### src/rtl/adc_ctrl_params.svh
// constants for the converter control block: offsets, fields, reset values, codes
`ifndef ADC_CTRL_PARAMS_SVH
`define ADC_CTRL_PARAMS_SVH

// register byte offsets on the apb bus
`define OFS_CONTROL_0 12'h000
`define OFS_CONTROL_2 12'h004
`define OFS_RESULT_HIGH 12'h008
`define OFS_RESULT_LOW 12'h00c
`define OFS_STATUS 12'h010

// converter_control_0 fields
`define BIT_MODULE_ON 0
`define BIT_GO_DONE 1
`define BIT_CLK_DEDICATED 2

// converter_control_2 fields
`define TRIG_LSB 0
`define TRIG_MSB 3

// status fields
`define BIT_IRQ_FLAG 0
`define BIT_IRQ_ENABLE 1
`define BIT_POWERED 2

// trigger select codes
`define TRIG_NONE 4'h0
`define TRIG_T0_WRAP 4'h1
`define TRIG_T1_WRAP 4'h2
`define TRIG_T2_HIT 4'h3
`define TRIG_LC1 4'h4
`define TRIG_LC2 4'h5

// result width and cycles per resolved bit
`define RES_BITS 10
`define CYC_PER_BIT 4'h4
`define RESET_CONTROL 8'h00

`endif

### src/rtl/adc_ctrl_pkg.sv
// types shared by the converter control block
package adc_ctrl_pkg;
  `include "adc_ctrl_params.svh"

  typedef enum logic [1:0]
  {
    ST_OFF = 2'b00,
    ST_IDLE = 2'b01,
    ST_CONV = 2'b10
  } conv_state_e;

  typedef logic [`RES_BITS-1:0] result_t;
endpackage

### src/rtl/sar_if.sv
// link between the control block and the successive approximation engine
`timescale 1ns/1ps
interface sar_if;
  logic start;
  logic abort;
  logic compBit;
  logic busy;
  logic done;
  adc_ctrl_pkg::result_t value;
  modport ctrl (output start, output abort, input busy, input done, input value);
  modport engine (input start, input abort, input compBit, output busy, output done,
    output value);
endinterface

### src/rtl/adc_conversion_control.sv
// converter control: apb registers, triggers, sleep handling, sequencer
//
// What this block does
// - converter powered and converting only while module_on is set
// - writing go/done high starts a conversion when enabled
// - completion clears go/done, sets irq flag, loads result registers
// - software clearing go/done aborts and stores the partial result
// - unresolved result bits copy the most recently resolved bit
// - reset returns every register to its reset value
// - conversion continues in sleep only on the dedicated oscillator
// - completion in sleep with interrupt enabled wakes the device
// - completion in sleep with interrupt disabled powers down, module_on kept
// - sleep on another clock aborts and powers down, module_on kept
// - rising edge of selected trigger sets go/done in hardware
// - four-bit trigger_select picks timer or logic cell source
`timescale 1ns/1ps
module adc_conversion_control
  import adc_ctrl_pkg::*;
(
  // clock and reset
  input wire logic clk,
  input wire logic rst,
  // apb slave
  input wire logic psel,
  input wire logic penable,
  input wire logic pwrite,
  input wire logic [11:0] paddr,
  input wire logic [31:0] pwdata,
  output logic [31:0] prdata,
  output logic pready,
  output logic pslverr,
  // trigger sources
  input wire logic timer_zero_wrap,
  input wire logic timer_one_wrap,
  input wire logic timer_two_period_hit,
  input wire logic logic_cell_one_output,
  input wire logic logic_cell_two_output,
  // sleep and wake
  input wire logic sleepMode,
  output logic wakeReq,
  // analog core
  input wire logic compBit,
  output logic corePowered,
  output logic conv_irq_flag
);

  typedef struct packed {
    conv_state_e state;
    logic module_on;
    logic goDone;
    logic clkDedicated;
    logic irqEnable;
    logic irqFlag;
    logic [3:0] trigger_select;
    logic trigPrev;
    logic powered;
    logic wake;
    logic aborting;
    logic [31:0] rdata;
    result_t result;
  } ctrl_s;

  ctrl_s st_q;
  ctrl_s st_d;
  sar_if sar();

  // trigger mux, used once for the current level
  function automatic logic pick_trigger(input logic [3:0] sel, input logic [4:0] src);
    logic r;
    r = 1'b0;
    unique case (sel)
      `TRIG_T0_WRAP: r = src[0];
      `TRIG_T1_WRAP: r = src[1];
      `TRIG_T2_HIT: r = src[2];
      `TRIG_LC1: r = src[3];
      `TRIG_LC2: r = src[4];
      default: r = 1'b0;
    endcase
    return r;
  endfunction

  logic trigLevel;
  logic trigEdge;
  logic wr;
  logic rd;
  logic [31:0] wdata;

  ////////////////////////////////////////////////////////////////////
  // bus decode; zero wait states so pready is held high
  assign wr = psel && penable && pwrite;
  assign rd = psel && !penable && !pwrite;
  assign wdata = pwdata;
  assign trigLevel = pick_trigger(st_q.trigger_select, {logic_cell_two_output,
    logic_cell_one_output, timer_two_period_hit, timer_one_wrap, timer_zero_wrap});
  assign trigEdge = trigLevel && !st_q.trigPrev;

  ////////////////////////////////////////////////////////////////////
  // control state update
  // the order of the blocks below matters: bus writes first, then the
  // trigger, then the power rule, then the sequencing case, so that a
  // hardware event in the same cycle as a software write has the last word.
  // an abort does not leave the conversion state at once: the sequencer
  // needs one more cycle to fill the unresolved bits, and leaving early
  // would drop the partial word on the floor.
  // while that fill is pending, aborting is set and any further abort
  // cause is ignored, so the sequencer sees a single abort strobe.
  // software that sets go/done during that one cycle loses the request;
  // it must wait for go/done to read back low before starting again.
  // a trigger edge in that cycle is ignored as well, since the state
  // is still the conversion state.
  // limitation: power drops in the cycle of a sleep abort, one cycle
  // before the partial word lands; the word is already held in the
  // sequencer flops, so nothing analog is needed to finish it.
  always_comb
  begin
    st_d = st_q;
    st_d.trigPrev = trigLevel;
    st_d.wake = 1'b0;
    sar.start = 1'b0;
    sar.abort = 1'b0;
    // register writes
    if (wr)
    begin
      unique case (paddr)
        `OFS_CONTROL_0:
        begin
          st_d.module_on = wdata[`BIT_MODULE_ON];
          st_d.clkDedicated = wdata[`BIT_CLK_DEDICATED];
          if (wdata[`BIT_GO_DONE] && st_q.module_on)
          begin
            st_d.goDone = 1'b1;
          end
          else if (!wdata[`BIT_GO_DONE])
          begin
            st_d.goDone = 1'b0;
          end
        end
        `OFS_CONTROL_2: st_d.trigger_select = wdata[`TRIG_MSB:`TRIG_LSB];
        `OFS_STATUS:
        begin
          st_d.irqEnable = wdata[`BIT_IRQ_ENABLE];
          // write one clears, done event below wins
          if (wdata[`BIT_IRQ_FLAG])
          begin
            st_d.irqFlag = 1'b0;
          end
        end
        default: ;
      endcase
    end
    if (trigEdge && st_q.module_on && st_q.state != ST_CONV && !st_q.goDone)
    begin
      st_d.goDone = 1'b1;
    end
    if (!st_d.module_on)
    begin
      st_d.goDone = 1'b0;
      st_d.powered = 1'b0;
    end
    unique case (st_q.state)
      ST_OFF:
      begin
        st_d.powered = 1'b0;
        if (st_q.module_on && !sleepMode)
        begin
          st_d.powered = 1'b1;
          st_d.state = ST_IDLE;
        end
      end
      ST_IDLE:
      begin
        if (!st_q.module_on)
        begin
          st_d.state = ST_OFF;
        end
        // sleep on other clock powers down
        else if (sleepMode && !st_q.clkDedicated)
        begin
          st_d.state = ST_OFF;
          st_d.powered = 1'b0;
          st_d.goDone = 1'b0;
        end
        else if (st_q.goDone)
        begin
          sar.start = 1'b1;
          st_d.state = ST_CONV;
        end
      end
      ST_CONV:
      begin
        if (sar.done)
        begin
          st_d.result = sar.value;
          st_d.goDone = 1'b0;
          st_d.aborting = 1'b0;
          st_d.state = ST_IDLE;
          if (st_q.aborting)
          begin
            // an aborted run raises no flag; power follows the abort cause
            if (!st_q.module_on || (sleepMode && !st_q.clkDedicated))
            begin
              st_d.state = ST_OFF;
              st_d.powered = 1'b0;
            end
          end
          else
          begin
            st_d.irqFlag = 1'b1;
            if (sleepMode)
            begin
              if (st_q.irqEnable)
              begin
                st_d.wake = 1'b1;
              end
              else
              begin
                st_d.powered = 1'b0;
                st_d.state = ST_OFF;
              end
            end
          end
        end
        else if (!st_q.aborting
          && (!st_q.module_on || !st_q.goDone || (sleepMode && !st_q.clkDedicated)))
        begin
          // stay here until the sequencer hands back the partial word
          sar.abort = 1'b1;
          st_d.goDone = 1'b0;
          st_d.aborting = 1'b1;
          if (sleepMode && !st_q.clkDedicated)
          begin
            st_d.powered = 1'b0;
          end
        end
      end
      default: st_d.state = ST_OFF;
    endcase
    // registered read data, captured in setup phase
    if (rd)
    begin
      unique case (paddr)
        `OFS_CONTROL_0: st_d.rdata = {29'h0, st_q.clkDedicated, st_q.goDone, st_q.module_on};
        `OFS_CONTROL_2: st_d.rdata = {28'h0, st_q.trigger_select};
        `OFS_RESULT_HIGH: st_d.rdata = {24'h0, 6'h0, st_q.result[`RES_BITS-1:8]};
        `OFS_RESULT_LOW: st_d.rdata = {24'h0, st_q.result[7:0]};
        `OFS_STATUS: st_d.rdata = {29'h0, st_q.powered, st_q.irqEnable, st_q.irqFlag};
        default: st_d.rdata = 32'h0;
      endcase
    end
  end

  // reset clears all registers and stops conversion
  always_ff @(posedge clk or posedge rst)
  begin
    if (rst)
    begin
      st_q <= '0;
    end
    else
    begin
      st_q <= st_d;
    end
  end

  ////////////////////////////////////////////////////////////////////
  // sequencer; a sample clock that stops in sleep is modelled by the abort above
  sar_engine u_engine
  (
    .clk(clk),
    .rst(rst),
    .sar(sar.engine)
  );
  assign sar.compBit = compBit;

  // outputs
  assign prdata = st_q.rdata;
  assign pready = 1'b1;
  assign pslverr = 1'b0;
  assign wakeReq = st_q.wake;
  assign corePowered = st_q.powered;
  assign conv_irq_flag = st_q.irqFlag;

endmodule

### src/rtl/sar_engine.sv
// successive approximation bit sequencer with partial-result fill
`timescale 1ns/1ps
module sar_engine
  import adc_ctrl_pkg::*;
(
  // clock and reset
  input wire logic clk,
  input wire logic rst,
  // sequencer link
  sar_if.engine sar
);

  typedef struct packed {
    logic busy;
    logic done;
    logic [3:0] bitIdx;
    logic [3:0] cyc;
    logic lastBit;
    result_t value;
  } eng_s;

  eng_s st_q;
  eng_s st_d;

  ////////////////////////////////////////////////////////////////////
  // one bit resolved every few cycles, msb first
  always_comb
  begin
    st_d = st_q;
    st_d.done = 1'b0;
    if (sar.start && !st_q.busy)
    begin
      st_d.busy = 1'b1;
      st_d.bitIdx = 4'(`RES_BITS - 1);
      st_d.cyc = 4'h0;
      st_d.value = '0;
    end
    else if (st_q.busy && sar.abort)
    begin
      for (int i = 0; i < `RES_BITS; i++)
      begin
        if (i <= int'(st_q.bitIdx))
        begin
          st_d.value[i] = st_q.lastBit;
        end
      end
      st_d.busy = 1'b0;
      st_d.done = 1'b1;
    end
    else if (st_q.busy)
    begin
      st_d.cyc = st_q.cyc + 4'h1;
      if (st_q.cyc == `CYC_PER_BIT - 4'h1)
      begin
        st_d.cyc = 4'h0;
        st_d.value[st_q.bitIdx] = sar.compBit;
        st_d.lastBit = sar.compBit;
        if (st_q.bitIdx == 4'h0)
        begin
          st_d.busy = 1'b0;
          st_d.done = 1'b1;
        end
        else
        begin
          st_d.bitIdx = st_q.bitIdx - 4'h1;
        end
      end
    end
  end

  // state register; lastBit resets low but start keeps it, so an instant abort copies the previous run's last bit
  always_ff @(posedge clk or posedge rst)
  begin
    if (rst)
    begin
      st_q <= '0;
    end
    else
    begin
      st_q <= st_d;
    end
  end

  assign sar.busy = st_q.busy;
  assign sar.done = st_q.done;
  assign sar.value = st_q.value;

endmodule

### config.mk
export PLATFORM = sky130hd
export DESIGN_NAME = adc_conversion_control
export DESIGN_NICKNAME = d
export VERILOG_FILES = /design/src/rtl/adc_ctrl_pkg.sv /design/src/rtl/sar_if.sv /design/src/rtl/adc_conversion_control.sv /design/src/rtl/sar_engine.sv
export VERILOG_INCLUDE_DIRS = /design/src /design/src/rtl
export SDC_FILE = /design/constraint.sdc
export NUM_CORES = 1
export LEC_CHECK = 0
export BUFFER_PORTS_ARGS = -buffer_cell sky130_fd_sc_hd__clkbuf_2
export CORE_MARGIN = 10
export CORE_UTILIZATION = 45
export CTS_BUF_LIST = sky130_fd_sc_hd__clkbuf_2
export CTS_CLUSTER_DIAMETER = 50
export DETAILED_ROUTE_END_ITERATION = 10
export GPL_TIMING_DRIVEN = 1
export PLACE_DENSITY_LB_ADDON = 0.1
export SLEW_MARGIN = 20
export SYNTH_ARGS = -nofsm -noshare
export SYNTH_HDL_FRONTEND = slang
export SYNTH_HIERARCHICAL = 1
export SYNTH_SLANG_ARGS = --single-unit
### constraint.sdc
create_clock -name clk -period 2 [get_ports clk]
set_clock_uncertainty 0.1 [all_clocks]
set_input_delay 0.2 -clock clk [delete_from_list [all_inputs] [get_ports clk]]
set_output_delay 0.2 -clock clk [all_outputs]
set_load 0.02 [all_outputs]
== After elaboration in Yosys (flattened, before gate mapping) ==
Cells that the tools add are included.
Storage, ports and cells
  register bits: 78
  output and inout bits: 37
Cells by class
  $add $sub $neg: 2
  magnitude comparators: 11
  eq/ne operators: 27
  mux-type cells: 76
  bitwise gates (word level): 2
  reduce and logical (&&, ||, !) cells: 54
Operator list (number)
  $mux 1: 48
  $mux 21: 2
  $pmux 8 s5: 1
  $reduce_and 3->1: 10
  $ne 3x2->1 const B: 9
  $eq 12x4->1 const B: 2
  $mux 2: 11
  $mux 10: 2
  $mux 9: 2
  $le 3x4->1 const A: 4
  $logic_and 1x1->1: 15
  $reduce_and 2->1: 7
  $eq 12x3->1 const B: 1
  $eq 12x5->1 const B: 1
  $eq 4x2->1 const B: 3
  $logic_not 12->1: 1
  $bwmux 10: 1
  $logic_not 1->1: 9
  $eq 4x3->1 const B: 2
  $le 2x4->1 const A: 2
  $le 4x4->1 const A: 2
  $mux 4: 2
  $mux 8: 1
  $reduce_and 4->1: 2
  23 further kinds: 32

== Longest topological paths before layout ==
Gate-level depths: netlist (run 1).
  depth in word-level cells: 11
  gate-level depth with buffers: 10
  gate-level depth less buffers: 8

== Cells and area by module ==
The synthesis (run 1) kept the hierarchy.
Modules (own cells, without submodules)
  adc_conversion_control: instances 1, cells each 187, area each 1981.9 um2, seq. area each 825.8 um2
  sar_engine: instances 1, cells each 158, area each 1432.6 um2, seq. area each 525.5 um2

== Least setup slack after synthesis (run 1) ==
Ideal clock, no wire load.
  path kind: reg-to-reg
  from: reg st_q[55] in the netlist's numbering
  to: reg u_engine.st_q (netlist bit u_engine/sar.value[9])
  arrival time: 1997 ps
  required time: 1775 ps
  path slack: -222 ps
  cell stages (with the launch flop): 11
  buffers on the path: 2
  cells stage by stage: dfrtp_1 -> inv_1 -> ha_1 -> nor2b_1 -> and2_1 -> buf_2 -> nor2b_2 -> buf_2 -> nand3_1 -> o2111ai_1 -> mux2_4
On the way
  longest elaborated chain between the ends: 5
  elaborated cells on any way between the ends: 12
Ends and longest elaborated chain
  start: declaration: RTL line adc_conversion_control.sv:63  | ctrl_s st_q;
  start signal: assignment: RTL line adc_conversion_control.sv:261  | st_q <= st_d;
  $eq 2x2->1 (*): RTL line adc_conversion_control.sv:160  | unique case (st_q.state)
  $mux 1 (*): RTL line adc_conversion_control.sv:160
  named net sar.abort: RTL line sar_if.sv:5  | logic abort;
  $logic_and 1x1->1 (*): RTL line sar_engine.sv:38  | else if (st_q.busy && sar.abort)
  $ne 3x2->1 (no line), or another cell as far along
  $reduce_and 3->1 (no line) or $mux 10 (tied branches)
  end signal: assignment: RTL line sar_engine.sv:80  | st_q <= st_d;
  end: declaration: RTL line sar_engine.sv:22  | eng_s st_q;
Mark *: on every way through the listed nets, which the timed path passes. The rest lies on a longest branch.
A chain may end at the register's enable or synchronous reset.

== Worst setup path in the final report (run 1) ==
  from: reg st_q[52] in the netlist's numbering
  to: reg u_engine.st_q (netlist bit u_engine/sar.value[8])
On the way
  longest elaborated chain between the ends: 10
  elaborated cells on any way between the ends: 18
Ends and longest elaborated chain
  $logic_not 1->1 (*): RTL line adc_conversion_control.sv:224  | && (!st_q.module_on || !st_q.goDone || (sleepMode && !st_q.clkDedicated)))
  $logic_and 1x1->1 (*): RTL line adc_conversion_control.sv:224
  $logic_or 1x1->1 (*): RTL line adc_conversion_control.sv:224
  $logic_and 1x1->1 (*): RTL line adc_conversion_control.sv:224
  $mux 1 (*): RTL line adc_conversion_control.sv:223  | else if (!st_q.aborting
  $mux 1 (*): RTL line adc_conversion_control.sv:191  | if (sar.done)
  $mux 1 (*): RTL line adc_conversion_control.sv:160
  named net sar.abort: RTL line sar_if.sv:5
  $logic_and 1x1->1 (*): RTL line sar_engine.sv:38
  $ne 3x2->1 (no line), or another cell as far along
  $reduce_and 3->1 (no line) or $mux 10 (tied branches)
Marks and branches as above.

==> impl_metrics.tcl, run 1 <==
set metrics [dict create \
    final_cells 516 \
    core_um2 7330 \
    avgSynthCellArea_um2 9.90 \
    clk_pin_slew_ns 0.30 \
    cts_buffers 5 \
    ys_types 60 \
    hold_viol_final 0 \
    wl_per_cell_um 15.4 \
    syn_inst 345 \
    synth_area_um2 3410 \
    cts.sinks 54 \
    rsz0062_at_grt "yes" \
    ys_seq_area_share_pct 39.6 \
    ant_nets 0 \
    hp-start "paddr[10]" \
    multiInputGateArea_um2 1870 \
    yosysTopAreaCellShare_pct 39.6 \
    drv_slew 0 \
    synth_most_common_cell "dfrtp_1" \
    grt_remaining_overflow 0 \
    cp.required_ns 2.28 \
    cts_root_buffer "clkbuf_2" \
    min_path_type "in2reg" \
    viasPerCell 5.12 \
    seq_area_um2 1350 \
    wl_um 7970 \
    dpl_cell_area_um2 3780 \
    cap_violations 0 \
    drtIter0Drc 90 \
    yosys.area.top_type "dfrtp_1" \
    period_needed_ns 2.07 \
    antenna_cells 0 \
    insertion_delay_ns 0.44 \
    pwr-share-seq_pct 59.1 \
    stdcell_area_um2 4150 \
    r2r_start "st_q[52]" \
    synth-seq-cells 54 \
    crit_type "reg2reg" \
    grt_pass1_vias 2699 \
    p_switching_w 0.000553 \
    detailed_place_hpwl_um 6010 \
    tritoncts "built" \
    tightest_slew_ns 0.560 \
    p_clk_share_pct 24.4 \
    p_per_area_nw_per_um2 455 \
    h-tree-depth 2 \
    grt_pass1_wl_um 13300 \
    drc_errors 0 \
    die_area_um2 11500 \
    vias 2640 \
    initial_utilization_pct 46.6 \
    violations "negative setup slack" \
    startpoint_type "flop" \
    crit_fanout 7 \
    fin_crit_sh_pct 104 \
    area_growth_syn_to_layout_pct 21.4 \
    die_h_um 107 \
    pin_count 93 \
    p_sw_share_pct 29.3 \
    p_total_w 0.00189 \
    timing.fmax_mhz 483 \
    ys_warn_count 6 \
    port_buffers 38 \
    cts_buffer_depth 2 \
    nets 481 \
    crit_arrival_ns 2.36 \
    leakage_nw 1.94 \
    startpoint "st_q[52]" \
    synth_edf_count 0 \
    outcome "complete, but fails checks" \
    ys_async_sr_fraction_pct 100 \
    power.internal_w 0.00133 \
    synthTopCellsByCount "dfrtp_1 (54), buf_4 (45), nand2_1 (26), inv_1 (20), mux2_2 (16)" \
    fin_tns_setup_ns -0.257 \
    netlist_top_cells_area "dfrtp_1 (40%), buf_4 (9.9%), mux2_2 (5.3%)" \
    dpl.cell_count 491 \
    combPwrFrac_pct 16.5 \
    fillers 667 \
    core.rowCount 31 \
    dieWidth_um 107 \
    drive_gt1_share_pct 38.4 \
    gp_congestion 0.836 \
    end_kind "flop" \
    worst_slack_ns -0.0719 \
    grt_max_degree 34 \
    vdd.ir_drop.worst_uv 202 \
    setup_violations 7 \
    ys.flop_type "dfrtp_1" \
    maxSlewHeadroom_pct 62.6 \
    antenna_found_initial 0 \
    dr.pass1.iters 4 \
    track_usage_pct 13.8 \
]
## through the flow
step | setup WS (ns) | hold WS (ns) | util (%)
floorplan | -0.0311 | 0.0765 | -
global placement | -0.239 | 0.153 | 51.5
detailed placement | -0.253 | 0.152 | 51.5
CTS | -0.0528 | 0.00542 | 55.0
global route | -0.179 | 0.00202 | 56.6
finish | -0.0719 | 0.0433 | 56.6
## cell type report
type	count	share of cell area, %
sequential	54	32.6
tap	99	2.99
multi-input combinational	238	45.0
inverter	20	1.81
timing repair buffer	97	16.4
clock inverter	3	0.603
clock buffer	5	0.603
## cells in the final DEF (no fill, tap or decap), types with 5 or more instances in the layout
cell type	n
a31oi_1	8
nand2b_1	5
buf_4	46
ha_1	8
inv_1	19
mux2_4	5
dfrtp_1	54
o31ai_1	7
clkbuf_2	43
mux2i_1	9
o21ai_1	5
a21oi_1	11
mux2_2	16
dlygate4sd3_1	8
o21ai_0	13
nand3_1	5
a211oi_1	5
conb_1	26
nand2_1	26
nand4_1	5
nor2_1	10
## kinds of logic (layout without fill, tap and decap cells)
| group | Yosys count | after routing | synth area share (%) |
|---|---|---|---|
| other | 2 | 26 | 0.220 |
| adders and majority gates | 9 | 9 | 3.30 |
| and+or+nand+nor | 87 | 88 | 14.6 |
| buffers and inverters | 78 | 125 | 14.7 |
| DFF | 54 | 54 | 39.6 |
| AOI/OAI and AO/OA | 79 | 79 | 15.4 |
| muxes | 33 | 33 | 11.4 |
| xor gates and xnor gates | 3 | 3 | 0.770 |
## worst paths after layout
check                                         to  cells past startpoint  slack [ns]
min in group asynchronous  u_engine/sar.value[6]                      4        0.18
hold reg to reg                        prdata[2]                      2        0.43
setup / recovery           u_engine/sar.value[8]                      8       -0.07
setup reg to reg           u_engine/sar.value[8]                      8       -0.07
max in group asynchronous               st_q[42]                      4        1.25
hold / removal                         prdata[2]                      4        0.04
## worst max-delay path: stages (launching register included)
cell	delay, ns
dfrtp_1	0.45
nand2b_4	0.14
and2_4	0.16
a21oi_2	0.13
and2_4	0.18
buf_12	0.13
o21ai_0	0.14
o21ai_1	0.25
mux2_4	0.32
## routing by layer
| layer | track usage [%] | up-vias | wire length (um) |
|---|---|---|---|
| met1 | 17.9 | 1236 | 3460 |
| li1 | - | 1307 | - |
| met4 | 2.80 | 0 | 80 |
| met5 | 0 | - | 0 |
| met3 | 3.83 | 8 | 588 |
| met2 | 22.3 | 89 | 3840 |
## repair_timing
item / in CTS / in global routing
hold buffers: 7 / 1
buffers inserted: 6 / 3
cloned: 1 / 0
pin swaps: 5 / 11
endpoints found under the hold margin: 64 / 1
resized for setup: 15 / 20
setup endpoints to repair: 13 / 15
## power by group through the flow
| stage | Combinational [W] | Clock, W | Sequential [W] |
|---|---|---|---|
| after floorplan | 0.000217 | 0 | 0.00113 |
| after global placement | 0.000292 | 0 | 0.00113 |
| after detailed placement | 0.000294 | 0 | 0.00113 |
| after CTS | 0.000307 | 0.000495 | 0.00111 |
| after global routing | 0.000348 | 0.000535 | 0.00112 |
| final | 0.000312 | 0.000461 | 0.00111 |
## state kept, by name (all words and copies together), names as in the netlist
| register | count |
|---|---|
| st_q | 22 |
| u_engine/sar.value | 10 |
| u_engine/st_q | 9 |
| prdata | 8 |
| conv_irq_flag | 1 |
| corePowered | 1 |
| u_engine/sar.busy | 1 |
| u_engine/sar.done | 1 |
| wakeReq | 1 |
Note: power is estimated with default switching activity, not from simulation.
==> run 2, diff against run 1 <==
--- a/config.mk
+++ b/config.mk
@@ -7,7 +7,8 @@
 export NUM_CORES = 1
 export LEC_CHECK = 0
 export BUFFER_PORTS_ARGS = -buffer_cell sky130_fd_sc_hd__clkbuf_2
-export CORE_MARGIN = 10
+export CAP_MARGIN = 40
+export CORE_MARGIN = 5
 export CORE_UTILIZATION = 45
 export CTS_BUF_LIST = sky130_fd_sc_hd__clkbuf_2
 export CTS_CLUSTER_DIAMETER = 50
==> impl_metrics.tcl, run 2 (synthesis results as in run 1) <==
set metrics [dict create \
    detailed_place_hpwl_um 5620 \
    grt_pass1_vias 2681 \
    outcome "complete, but fails checks" \
    nets 481 \
    stdcell_area_um2 4130 \
    end_kind "flop" \
    initial_utilization_pct 46.6 \
    fin_crit_sh_pct 103 \
    cts_root_buffer "clkbuf_2" \
    cts_buffers 5 \
    antenna_cells 0 \
    cts_buffer_depth 2 \
    viasPerCell 5.04 \
    slowest_stage "dfrtp_1" \
    layout_common_cells "dfrtp_1 (54), buf_4 (47), clkbuf_2 (43)" \
    die_area_um2 9430 \
    die_h_um 97.1 \
    vdd.ir_drop.worst_uv 242 \
    final_cells 516 \
    pre_cts_ws_ns -0.236 \
    cts.sinks 54 \
    startpoint_type "flop" \
    ant_nets 0 \
    port_buffers 38 \
    regToRegSetupSlack_ns -0.06 \
    grt_util_met3_pct 3.45 \
    p_switching_w 0.000526 \
    timing.fmax_mhz 485 \
    p_clk_share_pct 27.7 \
    final_common_cell "dfrtp_1" \
    dr.pass1.iters 4 \
    cp.required_ns 2.25 \
    setup_violations 6 \
    crit_arrival_ns 2.31 \
    grt_pass1_wl_um 13000 \
    track_usage_pct 16.6 \
    dieWidth_um 97.1 \
    antenna_found_initial 0 \
    area_growth_syn_to_layout_pct 21.0 \
    crit_fanout 4 \
    power.internal_w 0.00145 \
    pwr-share-seq_pct 56.4 \
    drive_gt1_share_pct 38.4 \
    core.rowCount 31 \
    wl_um 7630 \
    h-tree-depth 2 \
    grt_max_degree 34 \
    tritoncts "built" \
    drc_errors 0 \
    rsz0062_at_grt "yes" \
    hold_viol_final 0 \
    drv_slew 0 \
    p_per_area_nw_per_um2 478 \
    crit_type "reg2reg" \
    violations "negative setup slack" \
    leakage_nw 1.93 \
    clk_pin_slew_ns 0.26 \
    min_path_type "in2reg" \
    vias 2603 \
    busiest_layer "met2" \
    dpl.cell_count 492 \
    insertion_delay_ns 0.43 \
    grt_use_met1_pct 21.1 \
    wl_per_cell_um 14.8 \
    drtIter0Drc 86 \
    core_um2 7330 \
    path_cells "nand2b_4 > and2_4 > a21oi_2 > and2_4 > buf_6 > nand4bb_4 > o22ai_2 > a21oi_2 > mux2_4" \
    gp_congestion 0.844 \
    p_sw_share_pct 26.6 \
    pin_count 93 \
    largest_reg_flops 22 \
    slowest_delay_ns 0.44 \
    grt_remaining_overflow 0 \
    dpl_cell_area_um2 3770 \
    p_total_w 0.00197 \
    combPwrFrac_pct 15.9 \
    whs_ns 0.0727 \
    period_needed_ns 2.06 \
    cap_violations 0 \
    top_register "st_q" \
    grt_util_met2_pct 28.3 \
    worst_slack_ns -0.0600 \
]
-- run 2: area by class of cell --
cell class | instances | area (um2)
inverter | 20 | 75.1
sequential | 54 | 1350
fill | 650 | 3200
timing repair buffer | 97 | 667
clock inverter | 3 | 40.0
clock buffer | 5 | 25.0
tap | 99 | 124
multi-input combinational | 238 | 1850
-- run 2: repair_timing --
action / CTS / global route
resized for setup: 23 / 11
cloned: 1 / 0
setup buffers: 2 / 4
hold endpoints to repair: 64 / 1
endpoints found under the setup margin: 13 / 13
hold buffers: 8 / 1
pin swaps: 7 / 7
-- run 2: metal layers --
metal,wire length [um],share of wire [%],vias to the layer above
met2,3700,48,75
met1,3470,45,1218
li1,-,-,1304
met5,0,0,-
met3,388,5.1,6
met4,78,1.0,0
-- run 2: worst max-delay path: cells and delay by family (launching register included) --
kind | cells | cell delay (ns)
simple gates | 4 | 0.63
flops | 1 | 0.44
compound gates | 3 | 0.38
mux | 1 | 0.31
buf+inv | 1 | 0.12
-- run 2: path summary, 6_finish.rpt --
path                       startpoint               endpoint  depth (start not counted)
min in group asynchronous         rst  u_engine/sar.value[4]                          4
max                          st_q[52]  u_engine/sar.value[2]                          9
min reg2reg                 prdata[3]              prdata[3]                          2
max in group asynchronous         rst                st_q[7]                          4
min                          paddr[5]              prdata[2]                          4
max reg2reg                  st_q[52]  u_engine/sar.value[2]                          9
-- run 2: metrics by stage --
| step | utilization [%] | setup TNS (ns) |
|---|---|---|
| 2_1_floorplan | - | -0.0688 |
| 3_3_place_gp | 51.5 | -2.22 |
| 3_5_place_dp | 51.5 | -2.59 |
| 4_1_cts | 55.2 | -0.194 |
| 5_1_grt | 56.4 | -1.22 |
| 6_report | 56.4 | -0.192 |
-- run 2: power groups by stage --
stage          Sequential [W]  Clock (W)  Combinational, W
3_5_place_dp          0.00113          0          0.000294
4_1_cts               0.00111   0.000574          0.000314
3_3_place_gp          0.00113          0          0.000293
5_1_grt               0.00112   0.000620          0.000353
6_report              0.00111   0.000547          0.000315
2_1_floorplan         0.00113          0          0.000217
